File: config.mk
export PLATFORM = sky130hd
export DESIGN_NAME = ctm_top
export DESIGN_NICKNAME = d
export VERILOG_FILES = /design/src/ctm_pkg.sv /design/src/ctm_if.sv /design/src/ctm_clksel.sv /design/src/ctm_outpin.sv /design/src/ctm_top.sv
export SDC_FILE = /design/constraint.sdc
export NUM_CORES = 1
export LEC_CHECK = 0
export BUFFER_PORTS_ARGS = -buffer_cell sky130_fd_sc_hd__buf_4
export CAP_MARGIN = 5
export CORE_MARGIN = 2
export CORE_UTILIZATION = 39
export DETAILED_ROUTE_END_ITERATION = 12
export PLACE_DENSITY = 0.57
export SLEW_MARGIN = 20
export SYNTH_ARGS = -nofsm -noshare
export SYNTH_HDL_FRONTEND = slang
export SYNTH_SLANG_ARGS = --single-unit
File: constraint.sdc
create_clock -name clk_sys -period 2.4 [get_ports clk_sys]
set_clock_uncertainty 0.05 [all_clocks]
set_input_delay 0.48 -clock clk_sys [delete_from_list [all_inputs] [get_ports clk_sys]]
set_output_delay 0.48 -clock clk_sys [all_outputs]
set_load 0.005 [all_outputs]
File: src/ctm_pkg.sv
package ctm_pkg;
   // ---------------------------------------------------------------
   // Register map
   // ---------------------------------------------------------------
   localparam int ADDR_W = 3;
   localparam logic [2:0] ADDR_CTRL_A = 3'h0;
   localparam logic [2:0] ADDR_CTRL_B = 3'h1;
   localparam logic [2:0] ADDR_CNT_L = 3'h2;
   localparam logic [2:0] ADDR_CNT_H = 3'h3;
   localparam logic [2:0] ADDR_CMPA_L = 3'h4;
   localparam logic [2:0] ADDR_CMPA_H = 3'h5;
   localparam logic [7:0] CTRL_A_RST = 8'h00;
   localparam logic [7:0] CTRL_B_RST = 8'h00;
   localparam logic [9:0] CMPA_RST = 10'h000;
   localparam logic [9:0] CNT_RST = 10'h000;
   localparam logic [7:0] BUF_RST = 8'h00;
   localparam logic [7:0] RDATA_IDLE = 8'h00;
   // ---------------------------------------------------------------
   // Field positions
   // ---------------------------------------------------------------
   localparam int CA_PAUSE = 7;
   localparam int CA_CKS_LO = 4;
   localparam int CA_ON = 3;
   localparam int CA_RP_LO = 0;
   localparam int CB_MODE_LO = 6;
   localparam int CB_IO_LO = 4;
   localparam int CB_OC = 3;
   localparam int CB_POL = 2;
   localparam int CB_DPX = 1;
   localparam int CB_CCLR = 0;
   // ---------------------------------------------------------------
   // Codes
   // ---------------------------------------------------------------
   localparam logic [2:0] CKS_SYS4 = 3'h0;
   localparam logic [2:0] CKS_SYS = 3'h1;
   localparam logic [2:0] CKS_H16 = 3'h2;
   localparam logic [2:0] CKS_H64 = 3'h3;
   localparam logic [2:0] CKS_TBC = 3'h4;
   localparam logic [2:0] CKS_RISE = 3'h6;
   localparam logic [2:0] CKS_FALL = 3'h7;
   localparam logic [1:0] MODE_CMO = 2'h0;
   localparam logic [1:0] MODE_PWM = 2'h2;
   localparam logic [1:0] IO_LOW = 2'h1;
   localparam logic [1:0] IO_HIGH = 2'h2;
   localparam logic [1:0] IO_TOGGLE = 2'h3;
   localparam logic [1:0] PWM_ACTIVE = 2'h1;
   localparam logic [1:0] PWM_OUTPUT = 2'h2;
   localparam logic [9:0] CNT_MAX = 10'h3FF;
   localparam logic [1:0] SYS4_LAST = 2'h3;
   localparam logic [5:0] H16_MASK = 6'h0F;
   localparam logic [5:0] H64_LAST = 6'h3F;

   // Period field times 128 timer clocks; zero means run to overflow
   function automatic logic [9:0] period_top(input logic [2:0] rp);
      return {rp, 7'h00};
   endfunction : period_top
endpackage : ctm_pkg

File: src/ctm_if.sv
`timescale 1ns/1ps
`default_nettype none
interface ctm_if;
   logic [2:0] cks;
   logic run;
   logic tick;
   logic [1:0] mode;
   logic [1:0] io;
   logic oc;
   logic pol;
   logic dpx;
   logic on;
   logic on_rise;
   logic a_event;
   logic [9:0] cnt;
   logic [9:0] cmpa;
   logic [2:0] rp;
   logic pin;
   logic pin_n;
   logic pin_oe;
   modport clk_mp (input cks, input run, output tick);
   modport out_mp (input mode, input io, input oc, input pol, input dpx,
                   input on, input on_rise, input a_event, input cnt,
                   input cmpa, input rp,
                   output pin, output pin_n, output pin_oe);
endinterface : ctm_if
`default_nettype wire

File: src/ctm_clksel.sv
`timescale 1ns/1ps
`default_nettype none
module ctm_clksel (
   input wire logic clk_sys,
   input wire logic rst_n,
   input wire logic high_clock_tick,
   input wire logic time_base_tick,
   input wire logic external_clock_pin,
   ctm_if.clk_mp cif
);
   import ctm_pkg::*;
   logic [1:0] sys_div_r;
   logic [5:0] h_div_r;
   logic s1_r, s2_r, s3_r, filt_r;
   logic ext_rise, ext_fall;

   // ---------------------------------------------------------------
   // Prescalers, stopped while the timer is off to save power
   // ---------------------------------------------------------------
   always_ff @(posedge clk_sys)
   begin
      if (!rst_n)
         sys_div_r <= 2'h0;
      else if (cif.run)
         sys_div_r <= sys_div_r + 2'h1;
   end

   always_ff @(posedge clk_sys)
   begin
      if (!rst_n)
         h_div_r <= 6'h00;
      else if (cif.run && high_clock_tick)
         h_div_r <= h_div_r + 6'h01;
   end

   // ---------------------------------------------------------------
   // External pin: three flops, accepted once the last two agree
   // ---------------------------------------------------------------
   always_ff @(posedge clk_sys)
   begin
      if (!rst_n)
      begin
         s1_r <= 1'b0;
         s2_r <= 1'b0;
         s3_r <= 1'b0;
         filt_r <= 1'b0;
      end
      else
      begin
         s1_r <= external_clock_pin;
         s2_r <= s1_r;
         s3_r <= s2_r;
         if (s2_r == s3_r)
            filt_r <= s3_r;
      end
   end
   assign ext_rise = (s2_r == s3_r) && s3_r && !filt_r;
   assign ext_fall = (s2_r == s3_r) && !s3_r && filt_r;

   always_comb
   begin
      case (cif.cks)
         CKS_SYS4: cif.tick = sys_div_r == SYS4_LAST;
         CKS_SYS: cif.tick = 1'b1;
         CKS_H16: cif.tick = high_clock_tick && (h_div_r & H16_MASK) == H16_MASK;
         CKS_H64: cif.tick = high_clock_tick && h_div_r == H64_LAST;
         CKS_TBC: cif.tick = time_base_tick;
         CKS_RISE: cif.tick = ext_rise;
         CKS_FALL: cif.tick = ext_fall;
         default: cif.tick = 1'b0;
      endcase
   end
endmodule : ctm_clksel
`default_nettype wire

File: src/ctm_outpin.sv
`timescale 1ns/1ps
`default_nettype none
module ctm_outpin (
   input wire logic clk_sys,
   input wire logic rst_n,
   ctm_if.out_mp oif
);
   import ctm_pkg::*;
   logic lvl_r;
   logic pwm_lvl;
   logic pwm_act;
   logic [9:0] duty;
   logic drive;

   // ---------------------------------------------------------------
   // Compare match level
   // ---------------------------------------------------------------
   always_ff @(posedge clk_sys)
   begin
      if (!rst_n)
         lvl_r <= 1'b0;
      else if (oif.on_rise)
         lvl_r <= oif.oc;
      else if (oif.mode == MODE_CMO && oif.a_event)
      begin
         case (oif.io)
            IO_LOW: lvl_r <= 1'b0;
            IO_HIGH: lvl_r <= 1'b1;
            IO_TOGGLE: lvl_r <= !lvl_r;
            default: lvl_r <= lvl_r;
         endcase
      end
   end

   // ---------------------------------------------------------------
   // Edge aligned PWM; duty source swaps with the duplex bit
   // ---------------------------------------------------------------
   assign duty = oif.dpx ? period_top(oif.rp) : oif.cmpa;
   assign pwm_act = oif.cnt < duty;
   always_comb
   begin
      case (oif.io)
         PWM_ACTIVE: pwm_lvl = oif.oc;
         PWM_OUTPUT: pwm_lvl = pwm_act ? oif.oc : !oif.oc;
         default: pwm_lvl = !oif.oc;
      endcase
   end
   assign drive = (oif.mode == MODE_PWM ? pwm_lvl : lvl_r) ^ oif.pol;

   always_ff @(posedge clk_sys)
   begin
      if (!rst_n)
      begin
         oif.pin <= 1'b0;
         oif.pin_n <= 1'b1;
         oif.pin_oe <= 1'b0;
      end
      else
      begin
         oif.pin <= drive;
         oif.pin_n <= !drive;
         oif.pin_oe <= oif.on &&
                       (oif.mode == MODE_CMO || oif.mode == MODE_PWM);
      end
   end
endmodule : ctm_outpin
`default_nettype wire

File: src/ctm_top.sv
// How it works
// Compare low-byte write lands only in the shared holding buffer.
// Compare high write sets high bits and copies buffer to low byte.
// High-byte read returns high bits, latches low byte into buffer.
// Software writes low then high, reads high then low.
// Ten-bit up-counter advances on the selected timer clock.
// Period field meets counter bits 9..7; compare A meets all bits.
// Period code 0 gives 1024 clocks, others code times 128.
// Period code zero lets the counter overflow instead of matching.
// With clear select low, a period match zeroes the counter; in PWM mode the duplex bit selects the clear source instead.
// Software never writes the counter; enable rising is its only software clear.
// Counter clears on overflow or selected match, raising a request.
// Enable rising clears the counter; enable falling holds it.
// Enable low stops counting and powers the timer down.
// Pause bit freezes the count while powered; clearing resumes.
// Clock select picks sys/4, sys, high/16, high/64, base, pin edges.
// Clock select code 101 disconnects the clock entirely.
// Enable rising returns the output pin to its initial level.
// Counter is a read-only pair; compare A a read/write pair.
// High-byte registers read zero in bits 7..2.
// One or two output pins carry the waveform and its inverse.
// With clear select high, a compare A match zeroes the counter; in PWM mode the duplex bit selects the clear source instead.
// Separate request pulses for compare A and period matches.
// Period match is bits 9..7 equal nonzero field, once per step.
`timescale 1ns/1ps
`default_nettype none
module ctm_top (
   input wire logic clk_sys,
   input wire logic rst_n,
   input wire logic [ctm_pkg::ADDR_W-1:0] reg_addr,
   input wire logic [7:0] reg_wdata,
   input wire logic reg_wr,
   input wire logic reg_rd,
   output logic [7:0] reg_rdata,
   input wire logic high_clock_tick,
   input wire logic time_base_tick,
   input wire logic external_clock_pin,
   output logic timer_output_pin,
   output logic timer_output_pin_n,
   output logic timer_output_en,
   output logic irq_a,
   output logic irq_p,
   output logic timer_powered
);
   import ctm_pkg::*;

   // ---------------------------------------------------------------
   // State
   // ---------------------------------------------------------------
   logic [7:0] ctrl_a_r;
   logic [7:0] ctrl_b_r;
   logic [9:0] cnt_r;
   logic [9:0] cnt_nxt;
   logic [9:0] cmpa_r;
   logic [7:0] hold_buf_r;
   logic [7:0] rdata_r;
   logic on_d_r;
   logic irq_a_r;
   logic irq_p_r;
   logic powered_r;

   // ---------------------------------------------------------------
   // Field decode
   // ---------------------------------------------------------------
   logic on_bit;
   logic pause_bit;
   logic [2:0] cks;
   logic [2:0] rp;
   logic [1:0] mode;
   logic cclr;
   logic dpx;
   logic on_rise;
   logic tick;
   logic step;
   logic [9:0] cnt_inc;
   logic p_hit;
   logic a_hit;
   logic ovf;
   logic clear_by_a;
   logic clr;
   logic wr_ctrl_a;
   logic wr_ctrl_b;
   logic wr_cmpa_l;
   logic wr_cmpa_h;
   logic rd_cnt_h;
   logic rd_cmpa_h;

   assign on_bit = ctrl_a_r[CA_ON];
   assign pause_bit = ctrl_a_r[CA_PAUSE];
   assign cks = ctrl_a_r[CA_CKS_LO +: 3];
   assign rp = ctrl_a_r[CA_RP_LO +: 3];
   assign mode = ctrl_b_r[CB_MODE_LO +: 2];
   assign cclr = ctrl_b_r[CB_CCLR];
   assign dpx = ctrl_b_r[CB_DPX];

   assign wr_ctrl_a = reg_wr && reg_addr == ADDR_CTRL_A;
   assign wr_ctrl_b = reg_wr && reg_addr == ADDR_CTRL_B;
   assign wr_cmpa_l = reg_wr && reg_addr == ADDR_CMPA_L;
   assign wr_cmpa_h = reg_wr && reg_addr == ADDR_CMPA_H;
   assign rd_cnt_h = reg_rd && reg_addr == ADDR_CNT_H;
   assign rd_cmpa_h = reg_rd && reg_addr == ADDR_CMPA_H;

   // ---------------------------------------------------------------
   // Sub blocks
   // ---------------------------------------------------------------
   ctm_if tif ();

   assign tif.cks = cks;
   assign tif.run = on_bit;
   assign tick = tif.tick;
   assign tif.mode = mode;
   assign tif.io = ctrl_b_r[CB_IO_LO +: 2];
   assign tif.oc = ctrl_b_r[CB_OC];
   assign tif.pol = ctrl_b_r[CB_POL];
   assign tif.dpx = dpx;
   assign tif.on = on_bit;
   assign tif.on_rise = on_rise;
   assign tif.a_event = step && a_hit;
   assign tif.cnt = cnt_r;
   assign tif.cmpa = cmpa_r;
   assign tif.rp = rp;

   ctm_clksel u_clksel (
      .clk_sys(clk_sys),
      .rst_n(rst_n),
      .high_clock_tick(high_clock_tick),
      .time_base_tick(time_base_tick),
      .external_clock_pin(external_clock_pin),
      .cif(tif.clk_mp)
   );

   ctm_outpin u_outpin (
      .clk_sys(clk_sys),
      .rst_n(rst_n),
      .oif(tif.out_mp)
   );

   // ---------------------------------------------------------------
   // Enable edge
   // ---------------------------------------------------------------
   always_ff @(posedge clk_sys)
   begin
      if (!rst_n)
         on_d_r <= 1'b0;
      else
         on_d_r <= on_bit;
   end
   assign on_rise = on_bit && !on_d_r;

   // ---------------------------------------------------------------
   // Comparators and clear decision
   // ---------------------------------------------------------------
   // Matching on the incremented value makes the period exact:
   // the step that would reach the match value clears instead.
   assign step = tick && on_bit && !pause_bit && !on_rise;
   assign cnt_inc = cnt_r + 10'h001;
   assign p_hit = rp != 3'h0 && cnt_inc[9:7] == rp;
   assign a_hit = cmpa_r != 10'h000 && cnt_inc == cmpa_r;
   assign ovf = cnt_r == CNT_MAX;
   // PWM reuses the duplex bit as the clear source
   assign clear_by_a = (mode == MODE_PWM) ? dpx : cclr;

   always_comb
   begin
      if (clear_by_a)
         clr = step && a_hit;
      else
         clr = step && p_hit;
   end

   // ---------------------------------------------------------------
   // Counter
   // ---------------------------------------------------------------
   always_comb
   begin
      cnt_nxt = cnt_r;
      if (on_rise)
         cnt_nxt = CNT_RST;
      else if (clr)
         cnt_nxt = CNT_RST;
      else if (step)
         cnt_nxt = cnt_inc;
   end

   always_ff @(posedge clk_sys)
   begin
      if (!rst_n)
         cnt_r <= CNT_RST;
      else
         cnt_r <= cnt_nxt;
   end

   // ---------------------------------------------------------------
   // Match requests
   // ---------------------------------------------------------------
   always_ff @(posedge clk_sys)
   begin
      if (!rst_n)
      begin
         irq_a_r <= 1'b0;
         irq_p_r <= 1'b0;
      end
      else
      begin
         irq_a_r <= step && a_hit;
         irq_p_r <= step && !clear_by_a &&
                    (p_hit || (rp == 3'h0 && ovf));
      end
   end

   always_ff @(posedge clk_sys)
   begin
      if (!rst_n)
         powered_r <= 1'b0;
      else
         powered_r <= on_bit;
   end

   // ---------------------------------------------------------------
   // Control registers
   // ---------------------------------------------------------------
   always_ff @(posedge clk_sys)
   begin
      if (!rst_n)
         ctrl_a_r <= CTRL_A_RST;
      else if (wr_ctrl_a)
         ctrl_a_r <= reg_wdata;
   end

   always_ff @(posedge clk_sys)
   begin
      if (!rst_n)
         ctrl_b_r <= CTRL_B_RST;
      else if (wr_ctrl_b)
         ctrl_b_r <= reg_wdata;
   end

   // ---------------------------------------------------------------
   // Compare A pair through the holding buffer
   // ---------------------------------------------------------------
   // One buffer serves both pairs, so interleaving pair accesses
   // corrupts the low byte; software keeps each pair together.
   always_ff @(posedge clk_sys)
   begin
      if (!rst_n)
         hold_buf_r <= BUF_RST;
      else if (wr_cmpa_l)
         hold_buf_r <= reg_wdata;
      else if (rd_cnt_h)
         hold_buf_r <= cnt_r[7:0];
      else if (rd_cmpa_h)
         hold_buf_r <= cmpa_r[7:0];
   end

   always_ff @(posedge clk_sys)
   begin
      if (!rst_n)
         cmpa_r <= CMPA_RST;
      else if (wr_cmpa_h)
         cmpa_r <= {reg_wdata[1:0], hold_buf_r};
   end

   // ---------------------------------------------------------------
   // Read port, data valid one cycle after the strobe
   // ---------------------------------------------------------------
   always_ff @(posedge clk_sys)
   begin
      if (!rst_n)
         rdata_r <= RDATA_IDLE;
      else if (reg_rd)
      begin
         case (reg_addr)
            ADDR_CTRL_A: rdata_r <= ctrl_a_r;
            ADDR_CTRL_B: rdata_r <= ctrl_b_r;
            ADDR_CNT_L: rdata_r <= hold_buf_r;
            ADDR_CNT_H: rdata_r <= {6'h00, cnt_r[9:8]};
            ADDR_CMPA_L: rdata_r <= hold_buf_r;
            ADDR_CMPA_H: rdata_r <= {6'h00, cmpa_r[9:8]};
            default: rdata_r <= RDATA_IDLE;
         endcase
      end
      else
         rdata_r <= RDATA_IDLE;
   end

   // ---------------------------------------------------------------
   // Outputs
   // ---------------------------------------------------------------
   assign reg_rdata = rdata_r;
   assign irq_a = irq_a_r;
   assign irq_p = irq_p_r;
   assign timer_powered = powered_r;
   assign timer_output_pin = tif.pin;
   assign timer_output_pin_n = tif.pin_n;
   assign timer_output_en = tif.pin_oe;
endmodule : ctm_top
`default_nettype wire

# After elaboration in Yosys (flattened, before gate mapping)
# Index checks and enable logic that the tools add are counted.
dict set report totals {
  regBits 71
  input_bits 18
  output_inout_bits 14
  word_cells 111
}
dict set report classes {
  addsub 3
  order_cmp 1
  eq_ne 22
  muxes 14
  bitwise_logic 2
  reduce_logical 50
}
# operator count
set op_table {}
lappend op_table {{$pmux 8 s5} 1}
lappend op_table {{$logic_and 1x1->1} 26}
lappend op_table {{$mux 8} 3}
lappend op_table {{$eq 3x3->1 const B} 5}
lappend op_table {{$eq 3x2->1 const B} 4}
lappend op_table {{$add 10x1->10 const B} 1}
lappend op_table {{$eq 10x10->1} 1}
lappend op_table {{$eq 10x10->1 const B} 1}
lappend op_table {{$lt 10x10->1} 1}
lappend op_table {{$mux 10} 1}
lappend op_table {{$reduce_bool 10->1} 1}
lappend op_table {{$logic_not 1->1} 9}
lappend op_table {{$logic_not 3->1} 3}
lappend op_table {{$eq 2x2->1 const B} 4}
lappend op_table {{$pmux 1 s7} 1}
lappend op_table {{$add 6x1->6 const B} 1}
lappend op_table {{$eq 3x1->1 const B} 2}
lappend op_table {{$eq 6x6->1 const B} 1}
lappend op_table {{$mux 1} 6}
lappend op_table {{$reduce_bool 3->1} 2}
lappend op_table {{$eq 4x4->1 const B} 1}
lappend op_table {{$reduce_and 2->1} 2}
lappend op_table {{$reduce_bool 4->1} 1}
lappend op_table {{$eq 3x3->1} 1}
lappend op_table {{12 further kinds} 13}

# Longest topological paths before layout
# Gate-level depths: netlist of the first run.
dict set report logic_depth {
  ltp_word 11
  ltp_mapped 10
  depth_no_buf 9
}

# Modules after synthesis
# A second synthesis of the first run with hierarchy kept.
dict set report unflattened {
  hier_cells 491
  hier_area_um2 4075.2
}
# module instances cells_each area_each_um2 seq_area_each_um2
set modules_own_cells {}
lappend modules_own_cells {ctm_top 1 361 2935.3 1101.1}
lappend modules_own_cells {ctm_outpin 1 69 576.8 80.1}
lappend modules_own_cells {ctm_clksel 1 61 563.0 240.2}

# Worst setup path after synthesis of the first run
# Ideal clock, no wire load.
dict set report synth_path {
  path_type {reg2reg}
  from {reg ctrl_b_r[1]}
  to {reg u_outpin.oif.pin}
  t_arrival_ps 2398
  path_slack_ps -169
  path_stages_with_launch 11
  path_buffers 1
  period_less_slack_ps 2569
  cell_sequence {dfxtp_1 buf_1 mux2i_1 ha_1 a21oi_1 nor2_1 a211oi_1 o21ai_0 a211o_1 a31oi_1 mux2_2}
}
dict set report synth_via {
  elab_chain_len 6
}
# item line
set synth_lines {}
lappend synth_lines {{from (decl)} ctm_top.sv:51} ;# logic [7:0] ctrl_b_r;
lappend synth_lines {{from (signal assigned)} ctm_top.sv:235} ;# ctrl_b_r <= reg_wdata;
lappend synth_lines {{$mux 10} ctm_outpin.sv:38} ;# assign duty = oif.dpx ? period_top(oif.rp) : oif.cmpa;
lappend synth_lines {{$lt 10x10->1} ctm_outpin.sv:39} ;# assign pwm_act = oif.cnt < duty;
lappend synth_lines {{$mux 1} ctm_outpin.sv:44} ;# PWM_OUTPUT: pwm_lvl = pwm_act ? oif.oc : !oif.oc;
lappend synth_lines {{$pmux 1 s2} ctm_outpin.sv:42} ;# case (oif.io)
lappend synth_lines {{$mux 1} ctm_outpin.sv:48} ;# assign drive = (oif.mode == MODE_PWM ? pwm_lvl : lvl_r) ^ oif.pol;
lappend synth_lines {{$xor 1x1->1} ctm_outpin.sv:48}
lappend synth_lines {{to (signal assigned)} ctm_outpin.sv:60} ;# oif.pin <= drive;
lappend synth_lines {{to (decl)} ctm_if.sv:25} ;# output pin, output pin_n, output pin_oe);
# No other way between the ends.
# A chain may end at the register's enable or synchronous reset.

# Final worst setup path of the first run
dict set report layout_path {
  from {reg cnt_r[1]}
  to {reg cnt_r[4]}
}
dict set report layout_via {
  elab_chain_len 6
}
# item line
set layout_lines {}
lappend layout_lines {{from (decl)} ctm_top.sv:52} ;# logic [9:0] cnt_r;
lappend layout_lines {{from (signal assigned)} ctm_top.sv:190} ;# cnt_r <= cnt_nxt;
lappend layout_lines {{$add 10x1->10 (*)} ctm_top.sv:156} ;# assign cnt_inc = cnt_r + 10'h001;
lappend layout_lines {{$eq 10x10->1 / $eq 3x3->1 (equally long branches)} {ctm_top.sv:158, ctm_top.sv:157}}
lappend layout_lines {{$logic_and 1x1->1 (on tied branches)} {ctm_top.sv:158, ctm_top.sv:157}}
lappend layout_lines {{$logic_and 1x1->1 (on tied branches)} {ctm_top.sv:166, ctm_top.sv:168}}
lappend layout_lines {{$mux 1} ctm_top.sv:165} ;# if (clear_by_a)
lappend layout_lines {{$reduce_or 3->1 (no source line)} --}
# Mark *: on every way between the ends. The rest lies on a longest branch, timed or not.

==> results of run 1 <==
==> flip-flops by register name (all words and copies together) (netlist names) <==
register / cells
u_clksel.filt_r: 1
cnt_r: 10
reg_rdata: 8
ctrl_a_r: 8
irq_p: 1
u_clksel.sys_div_r: 2
u_outpin.lvl_r: 1
u_clksel.s1_r: 1
u_outpin.oif.pin_n: 1
u_outpin.oif.pin_oe: 1
hold_buf_r: 8
u_clksel.h_div_r: 6
ctrl_b_r: 8
u_outpin.oif.pin: 1
u_clksel.s2_r: 1
timer_powered: 1
irq_a: 1
u_clksel.s3_r: 1
cmpa_r: 10
==> layout make-up <==
type	count	area, um^2	share of cell area
flip-flops and latches	71	1440	0.279
inverters	13	48.8	0.00945
repair buffers	85	676	0.131
clock buffers	11	131	0.0254
multi-input cells	387	2610	0.506
well taps	136	170	0.0330
clock inverters	5	82.6	0.0160
==> metal layers <==
layer / up-vias / track usage
met5: - / 0
met4: 0 / 0.0677
met3: 19 / 0.0433
met2: 83 / 0.335
met1: 1800 / 0.271
li1: 1875 / -
==> layout by cell type (no fill, tap or decap), types with 3 or more instances in the layout <==
master / Yosys / layout
dfxtp_1: 71 / 61
and2_1: 10 / 10
or3_1: 4 / 3
xor2_1: 12 / 12
ha_1: 17 / 15
nor2_2: 0 / 6
nor2b_1: 19 / 19
buf_4: 4 / 81
a211oi_2: 0 / 3
a22oi_1: 6 / 6
a21boi_0: 30 / 30
a21oi_1: 22 / 21
nand2b_1: 12 / 12
o31a_1: 3 / 3
dfxtp_2: 0 / 7
mux2i_1: 16 / 16
dfxtp_4: 0 / 3
clkbuf_8: 0 / 9
inv_1: 12 / 12
nand3_1: 16 / 15
o21ai_0: 14 / 9
nor2_1: 46 / 37
nor3_1: 8 / 6
nor2_4: 0 / 3
o21ai_1: 0 / 4
xnor2_1: 12 / 12
a211oi_1: 13 / 10
nand2_1: 78 / 78
and3_1: 3 / 3
nand4_1: 6 / 6
nor4_1: 4 / 3
==> per-stage QoR <==
step | setup slack (ns) | utilization | total power [mW] | setup TNS (ns)
floorplan | 0.0135 | - | 1.33 | 0
global placement | -0.139 | 0.460 | 1.41 | -1.53
detailed placement | -0.216 | 0.460 | 1.41 | -2.00
CTS | 0.00475 | 0.488 | 2.47 | 0
global route | -0.112 | 0.507 | 2.56 | -1.08
finish | -0.0549 | 0.507 | 2.47 | -0.368
==> worst register-to-register path: stages, from the launching register on <==
cell	delay, ns
dfxtp_2	0.36
buf_6	0.12
nand4_4	0.15
or3_4	0.37
o22ai_2	0.16
a2bb2oi_2	0.08
or4_4	0.52
o2111ai_4	0.30
clkbuf_16	0.21
nor2_2	0.04
==> power by group through the flow <==
| stage | clock network, mW | logic [mW] | registers (mW) |
|---|---|---|---|
| after floorplan | 0 | 0.103 | 1.23 |
| after global placement | 0 | 0.175 | 1.23 |
| after detailed placement | 0 | 0.177 | 1.23 |
| after CTS | 1.08 | 0.185 | 1.21 |
| after global routing | 1.14 | 0.214 | 1.21 |
| final | 1.07 | 0.197 | 1.20 |
==> what timing repair did <==
item	4_1_cts	5_1_grt
setup buffers	3	4
setup endpoints to repair	13	13
gates cloned	0	1
pin swaps	7	9
gates resized for setup	17	39
==> kinds of logic after synthesis <==
group | count (synthesis) | synth area share
adder cells (fa/ha/maj) | 17 | 0.0526
AND/OR/NAND/NOR | 218 | 0.265
buffers and inverters | 40 | 0.0415
AO/OA/AOI/OAI | 109 | 0.187
XOR/XNOR | 25 | 0.0575
multiplexers | 18 | 0.0452
flip-flops | 71 | 0.351
==> final timing paths <==
kind | start | to | slack, ns | cells after the start
max | cnt_r[1]$_SDFFE_PP0P_ | cnt_r[4]$_SDFFE_PP0P_ | -0.05 | 9
min | external_clock_pin | u_clksel.s1_r$_SDFF_PN0_ | 0.28 | 2
max reg2reg | cnt_r[1]$_SDFFE_PP0P_ | cnt_r[4]$_SDFFE_PP0P_ | -0.05 | 9
min reg2reg | u_clksel.s1_r$_SDFF_PN0_ | u_clksel.s2_r$_SDFF_PN0_ | 0.39 | 1
==> out/metrics.cfg, run 1 <==
[power_and_ir_drop]
sequentialPowerShare = 0.488
ir_worst_vdd_mv = 0.300
pwr-share-comb = 0.080
p_int_mw = 1.87
powerDensity_nw_per_um2 = 478
p_sw_frac = 0.243
clkPwrFrac = 0.432
leakagePower_nw = 1.99
p_sw_mw = 0.598

[detailed_routing]
ant_nets = 0
wl_met2_mm = 5.18
drt-pass1-iter-count = 4
drt_iter0_markers = 226
routedWlPerCell_um = 15.8
vias_per_cell = 5.33
via_count = 3777
wl_mm = 11.2
drc = 0
wl_met1_mm = 5.23
routed.top_layer = met4
met3_length_um = 500

[outcome]
violations = negative setup slack
status = finished with violations

[flow_run]
cap_violations = 0

[setup_path]
crit_required_ns = 2.59
critPathMaxStageDelay_ns = 0.52
cp.arrival_ns = 2.65
end_kind = flop
crit_chain = buf_6 > nand4_4 > or3_4 > o22ai_2 > a2bb2oi_2 > or4_4 > o2111ai_4 > clkbuf_16 > nor2_2
setup.worst_path.class = reg -> reg
path_max_fanout = 6
cp_num_buf_inv = 2
cpLargestDelayFamily = simple AND/OR/NAND/NOR gates
slowest_stage = or4_4
startpoint_type = flop

[yosys]
ys_ff_latch = 71
async_flop_share = 0
syn-cell-area_um2 = 4040
syn_inst = 498
synth_commonest_cells = nand2_1 (78), dfxtp_1 (71), nor2_1 (46), a21boi_0 (30), a21oi_1 (22)
yosys.area.top_type = dfxtp_1
netlist_top_cells_area = dfxtp_1 (35%), nand2_1 (7.2%), a21boi_0 (5.6%), ha_1 (5.3%), nor2_1 (4.3%)
synth_edf_count = 0
synthesis.nets = 533
synth_top_area_frac = 0.351
synthDistinctLibCells = 56
yosysWarningCount = 0
yosysMostFrequentCell = nand2_1
synth-main-ff-cell = dfxtp_1
syn-mean-instance-area_um2 = 8.12
ys_seq_area_frac = 0.351

[global_routing]
grt_pass1_vias = 3603
grt_usage = 0.206
overflow = 0
grt_max_degree = 55
antenna_found_initial = 0
grt_pass1_wl_mm = 18.2

[die]
dieWidth_um = 106
start_util = 0.397
die_h_um = 106
num_rows = 37
die_area_um2 = 11200
pin_count = 32
core_um2 = 10200

[sta]
finalWorstSetupSlack_ns = -0.0549
fin_crit_sh = 1.02
tightest_slew_ns = 0.586
slew_viol_final = 0
period_minus_slack_ns = 2.45
hold-worst-slack_ns = 0.282
max_slew_margin = 0.608
hold_violations = 0
fmax_ghz = 0.407
rsz0062_at_grt = true
setup_viol = 10

[placed_design]
dpl_cell_area_um2 = 4690
gp_congestion = 0.912
dp_hpwl_mm = 8.12
portBuffers = 31
dp.cells = 685

[layout]
syn_to_final_growth_pct = 27.7
fillers = 994
drive_above_1_share = 0.255
antenna_cells = 0
final_area_um2 = 5160
finalNonFillerCells = 708
fin_nets = 602

[cts]
clock_sinks = 71
cts_made_buffers = 9
htreeDepth = 3
hold_buffers = 0
clock_path_buffers = 2
clk-insertion-delay-late_ns = 0.35
cts_tree = yes
path_clk_slew_ns = 0.08
cts_root_buf = clkbuf_8

[worst_hold_path]
hold_class = in -> reg

No activity file was read; power rests on OpenSTA's default activity.
==> run 2, diff against run 1 <==
--- a/config.mk
+++ b/config.mk
@@ -7,10 +7,12 @@
 export LEC_CHECK = 0
 export BUFFER_PORTS_ARGS = -buffer_cell sky130_fd_sc_hd__buf_4
 export CAP_MARGIN = 5
+export CELL_PAD_IN_SITES_DETAIL_PLACEMENT = 0
+export CELL_PAD_IN_SITES_GLOBAL_PLACEMENT = 2
 export CORE_MARGIN = 2
-export CORE_UTILIZATION = 39
+export CORE_UTILIZATION = 33
 export DETAILED_ROUTE_END_ITERATION = 12
-export PLACE_DENSITY = 0.57
+export PLACE_DENSITY = 0.76
 export SLEW_MARGIN = 20
 export SYNTH_ARGS = -nofsm -noshare
 export SYNTH_HDL_FRONTEND = slang
==> run 2 against run 1 <==
The flow now finishes without violations. Count of clock-buffer cells in the layout stayed put. Final cell count is 1.8% higher. Flip-flop and latch count stayed put. Worst hold slack better by 0.016 ns. Register-to-register slack better by 0.06 ns. Global-route usage is 2.5 points lower. Utilization is 6.8 points lower. Largest power group is now the clock network.
==> out/metrics.cfg, run 2 (synthesis results as in run 1) <==
[setup_path]
setup.worst_path.class = reg -> reg
cp_common_cell = buf_6
startpoint_type = flop
r2r_end = cnt_r[1]$_SDFFE_PP0P_
slowest_stage = or4_4
cpLargestDelayFamily = simple AND/OR/NAND/NOR gates
cp_num_buf_inv = 2
path_max_fanout = 8
crit_required_ns = 2.58
end_kind = flop
cp.arrival_ns = 2.57
worst-r2r-cell-count = 9
critPathMaxStageDelay_ns = 0.52
crit_chain = buf_6 > nand4_4 > or3_4 > o22ai_1 > a2bb2oi_1 > or4_4 > o2111ai_4 > buf_6 > nor2_2
reg2reg_slack_ns = 0.002
r2r-start = cnt_r[1]$_SDFFE_PP0P_

[cts]
clock_path_buffers = 2
path_clk_slew_ns = 0.06
cts_tree = yes
htreeDepth = 3
cts_root_buf = clkbuf_16
cts_made_buffers = 9
clk-insertion-delay-late_ns = 0.34
clock_sinks = 71

[layout]
final_common_cell = buf_4
syn_to_final_growth_pct = 30.3
regArea_um2 = 1440
antenna_cells = 0
reg_top3 = cmpa_r: 10 flops, cnt_r: 10 flops
final_cell_mix = buf_4 (82), nand2_1 (78), dfxtp_1 (64)
finalNonFillerCells = 721
fin_nets = 604
multi_input_area_um2 = 2630
drive_above_1_share = 0.254
fillers = 1205

[outcome]
status = complete, no violations

[power_and_ir_drop]
leakagePower_nw = 2.02
total_power_mw = 2.73
powerDensity_nw_per_um2 = 518
ir_worst_vdd_mv = 0.301

[global_routing]
grt_max_degree = 55
antenna_found_initial = 0
grt_pass1_wl_mm = 18.2
grt_usage = 0.180
overflow = 0
grt_pass1_vias = 3510

[placed_design]
pre_cts_ws_ns = -0.254
gp_congestion = 0.847
dp_hpwl_mm = 8.52
portBuffers = 31
dp.cells = 699

[detailed_routing]
wl_mm = 11.6
drc = 0
drt-pass1-iter-count = 5
via_count = 3709
drt_iter0_markers = 230
routed.top_layer = met4
routedWlPerCell_um = 16.1
met3_length_um = 555
wl_met1_mm = 5.65
ant_nets = 0
vias_per_cell = 5.14
wl_met2_mm = 5.29

[sta]
hold-worst-slack_ns = 0.298
tightest_slew_ns = 0.595
max_slew_margin = 0.602
hold_violations = 0
rsz0062_at_grt = true
setup_viol = 0
fin_crit_sh = 0.999
slew_viol_final = 0
period_minus_slack_ns = 2.40
fmax_ghz = 0.417
finalWorstSetupSlack_ns = 0.00218

[worst_hold_path]
min_from = external_clock_pin
hold_end = u_clksel.s1_r$_SDFF_PN0_
hold_depth = 2
hold_class = in -> reg

[die]
start_util = 0.337
pin_count = 32
num_rows = 40
core_um2 = 12000
die_area_um2 = 13200
dieWidth_um = 115
die_h_um = 115

[flow_run]
cap_violations = 0

==> run 2: cell types whose count changed in the layout (fill, tap and decap cells not counted), moves of 2 or more <==
cell | before | now
nand2b_4 | 0 | 2
clkbuf_8 | 9 | 0
clkinvlp_4 | 0 | 2
nor2_2 | 6 | 9
ha_4 | 1 | 3
nand2b_1 | 12 | 10
dfxtp_1 | 61 | 64
nor2_4 | 3 | 0
buf_6 | 2 | 5
clkbuf_16 | 1 | 9
dfxtp_2 | 7 | 4
==> run 2: per-layer routing <==
metal,vias to the layer above,track usage
met5,-,0
met3,8,0.0344
met4,0,0.0610
met1,1751,0.252
met2,81,0.280
li1,1869,-
==> run 2: how the worst max path moves through the flow <==
| stage | startpoint | to | depth (start not counted) |
|---|---|---|---|
| after detailed placement | ctrl_b_r[1]$_SDFFE_PN0P_ | u_outpin.oif.pin$_SDFF_PN0_ | 9 |
| final | cnt_r[1]$_SDFFE_PP0P_ | cnt_r[1]$_SDFFE_PP0P_ | 9 |
| after global routing | cnt_r[1]$_SDFFE_PP0P_ | u_outpin.lvl_r$_SDFFE_PN0P_ | 9 |
| after CTS | ctrl_b_r[1]$_SDFFE_PN0P_ | u_outpin.oif.pin$_SDFF_PN0_ | 9 |
| after global placement | ctrl_b_r[1]$_SDFFE_PN0P_ | u_outpin.oif.pin$_SDFF_PN0_ | 9 |
| after floorplan | ctrl_b_r[1]$_SDFFE_PN0P_ | u_outpin.oif.pin$_SDFF_PN0_ | 10 |
==> run 2: report_power, final <==
part	switching, mW	leakage, nW	total [mW]	internal [mW]
Sequential	0.0137	0.578	1.21	1.19
Clock	0.521	0.136	1.33	0.805
Combinational	0.108	1.31	0.197	0.0892
Total	0.643	2.02	2.73	2.09
==> run 2: layout make-up <==
cell class | instances | share of cell area
clock buffers | 11 | 0.0442
clock inverters | 5 | 0.0112
inverters | 13 | 0.00926
multi-input cells | 387 | 0.500
flip-flops and latches | 71 | 0.273
well taps | 147 | 0.0349
repair buffers | 87 | 0.128
==> run 2: per-stage QoR <==
stage / instance area (um^2) / setup TNS, ns / util
after floorplan: 4050 / 0 / -
after global placement: 4720 / -1.76 / 0.393
after detailed placement: 4720 / -2.22 / 0.393
after CTS: 5100 / 0 / 0.424
after global routing: 5270 / -1.19 / 0.439
final: 5270 / 0 / 0.439
==> run 2: timing repair <==
| action | in CTS | in global routing |
|---|---|---|
| pin swaps | 6 | 17 |
| hold buffers | 0 | 0 |
| setup buffers | 3 | 4 |
| endpoints found under the setup margin | 13 | 13 |
| resized for setup | 20 | 36 |
==> run 3, diff against run 2 <==
--- a/config.mk
+++ b/config.mk
@@ -9,6 +9,7 @@
 export CAP_MARGIN = 5
 export CELL_PAD_IN_SITES_DETAIL_PLACEMENT = 0
 export CELL_PAD_IN_SITES_GLOBAL_PLACEMENT = 2
+export CORE_ASPECT_RATIO = 0.75
 export CORE_MARGIN = 2
 export CORE_UTILIZATION = 33
 export DETAILED_ROUTE_END_ITERATION = 12
==> run 3 against run 2 <==
The run now ends with negative setup slack left. Final cell count is 2.6% higher. Non-clock buffer count is 4 higher. Power is 1.5% higher. Critical path depth is 1 higher. Register-to-register slack hardly changed.
==> out/metrics.cfg, run 3 (synthesis results as in run 1) <==
[outcome]
status = finished with violations
violations = negative setup slack

[die]
num_rows = 34
pin_count = 32
die_area_um2 = 13200
start_util = 0.343
die_h_um = 99.9
core_um2 = 11800
dieWidth_um = 132

[global_routing]
grt_pass1_wl_mm = 19.7
grt_usage = 0.193
antenna_found_initial = 0
grt_max_degree = 37
grt_pass1_vias = 3655
overflow = 0

[detailed_routing]
routedWlPerCell_um = 16.4
routed.top_layer = met4
vias_per_cell = 5.07
drc = 0
via_count = 3752
met3_length_um = 676
ant_nets = 0
drt_iter0_markers = 218
wl_met1_mm = 6.02
drt-pass1-iter-count = 4
wl_mm = 12.1
wl_met2_mm = 5.20

[layout]
syn_to_final_growth_pct = 29.3
regArea_um2 = 1440
reg_top3 = cmpa_r: 10 flops, cnt_r: 10 flops
drive_above_1_share = 0.228
fillers = 1212
antenna_cells = 0
multi_input_area_um2 = 2530
final_common_cell = buf_4
final_area_um2 = 5230
final_cell_mix = buf_4 (88), nand2_1 (78), dfxtp_1 (64)
fin_nets = 608
finalNonFillerCells = 740

[cts]
clk-insertion-delay-late_ns = 0.34
path_clk_slew_ns = 0.06
clock_path_buffers = 2
cts_root_buf = clkbuf_16
cts_made_buffers = 9
cts_tree = yes
clock_sinks = 71
htreeDepth = 3

[sta]
rsz0062_at_grt = true
period_minus_slack_ns = 2.40
finalWorstSetupSlack_ns = -0.00321
setup_viol = 2
hold_violations = 0
slew_viol_final = 0
tightest_slew_ns = 0.599
fin_crit_sh = 1.00
max_slew_margin = 0.599
fmax_ghz = 0.416

[worst_hold_path]
min_from = external_clock_pin
hold_class = in -> reg

[setup_path]
crit_required_ns = 2.59
startpoint = ctrl_b_r[1]$_SDFFE_PN0P_
path_max_fanout = 9
end_kind = flop
startpoint_type = flop
setup.worst_path.class = reg -> reg
r2r-start = ctrl_b_r[1]$_SDFFE_PN0P_
cp.arrival_ns = 2.59

[flow_run]
cap_violations = 0

[power_and_ir_drop]
powerDensity_nw_per_um2 = 530
ir_worst_vdd_mv = 0.346
leakagePower_nw = 2.04

[placed_design]
gp_congestion = 0.885
dp.cells = 722
portBuffers = 31
dpl_cell_area_um2 = 4810
dp_hpwl_mm = 9.07

[run 3: worst paths after layout]
kind	cells past startpoint	slack (ns)	end
max	10	-0.003	u_outpin.oif.pin$_SDFF_PN0_
max reg2reg	10	-0.003	u_outpin.oif.pin$_SDFF_PN0_
min reg2reg	1	0.40	u_clksel.s2_r$_SDFF_PN0_
min	2	0.29	u_clksel.s1_r$_SDFF_PN0_
[run 3: report_power, final]
part	total, mW	internal (mW)	switching, mW
clock	1.37	0.811	0.558
combinational	0.198	0.0893	0.109
sequential	1.20	1.19	0.0134
[run 3: critical path, stage by stage (launching register included)]
cell and delay (ns):
dfxtp_4 0.40, buf_4 0.12, mux2i_1 0.21, ha_1 0.28, nand2_1 0.07, nor2_1 0.05
a211oi_2 0.17, o21ai_2 0.11, a211o_1 0.34, a31oi_4 0.19, mux2_4 0.31
[run 3: metrics by stage]
step	hold slack [ns]	utilization	power, mW	setup slack (ns)	setup TNS [ns]
after floorplan	0.362	-	1.33	0.0135	0
after global placement	0.366	0.409	1.42	-0.161	-1.59
after detailed placement	0.387	0.409	1.43	-0.294	-2.35
after CTS	0.282	0.440	2.80	-0.000141	-0.000141
after global routing	0.303	0.444	2.87	-0.0762	-0.762
final	0.291	0.444	2.77	-0.00321	-0.00475
[run 3: cell type report]
type / count / share of cell area
Clock buffer: 10 / 0.0438
Clock inverter: 6 / 0.0132
Inverter: 13 / 0.00933
Multi-Input combinational cell: 387 / 0.485
Sequential cell: 71 / 0.276
Tap cell: 162 / 0.0388
Timing Repair Buffer: 91 / 0.134
[run 3: layer usage]
metal	track usage	up-vias
met3	0.0369	16
met4	0.0702	0
li1	-	1886
met1	0.280	1779
met2	0.284	71
met5	0	-
[run 3: repair_timing]
action | in CTS | in global routing
buffers inserted | 1 | 1
resized for setup | 19 | 14
setup endpoints to repair | 14 | 14
hold buffers | 0 | 0
pin swaps | 3 | 3
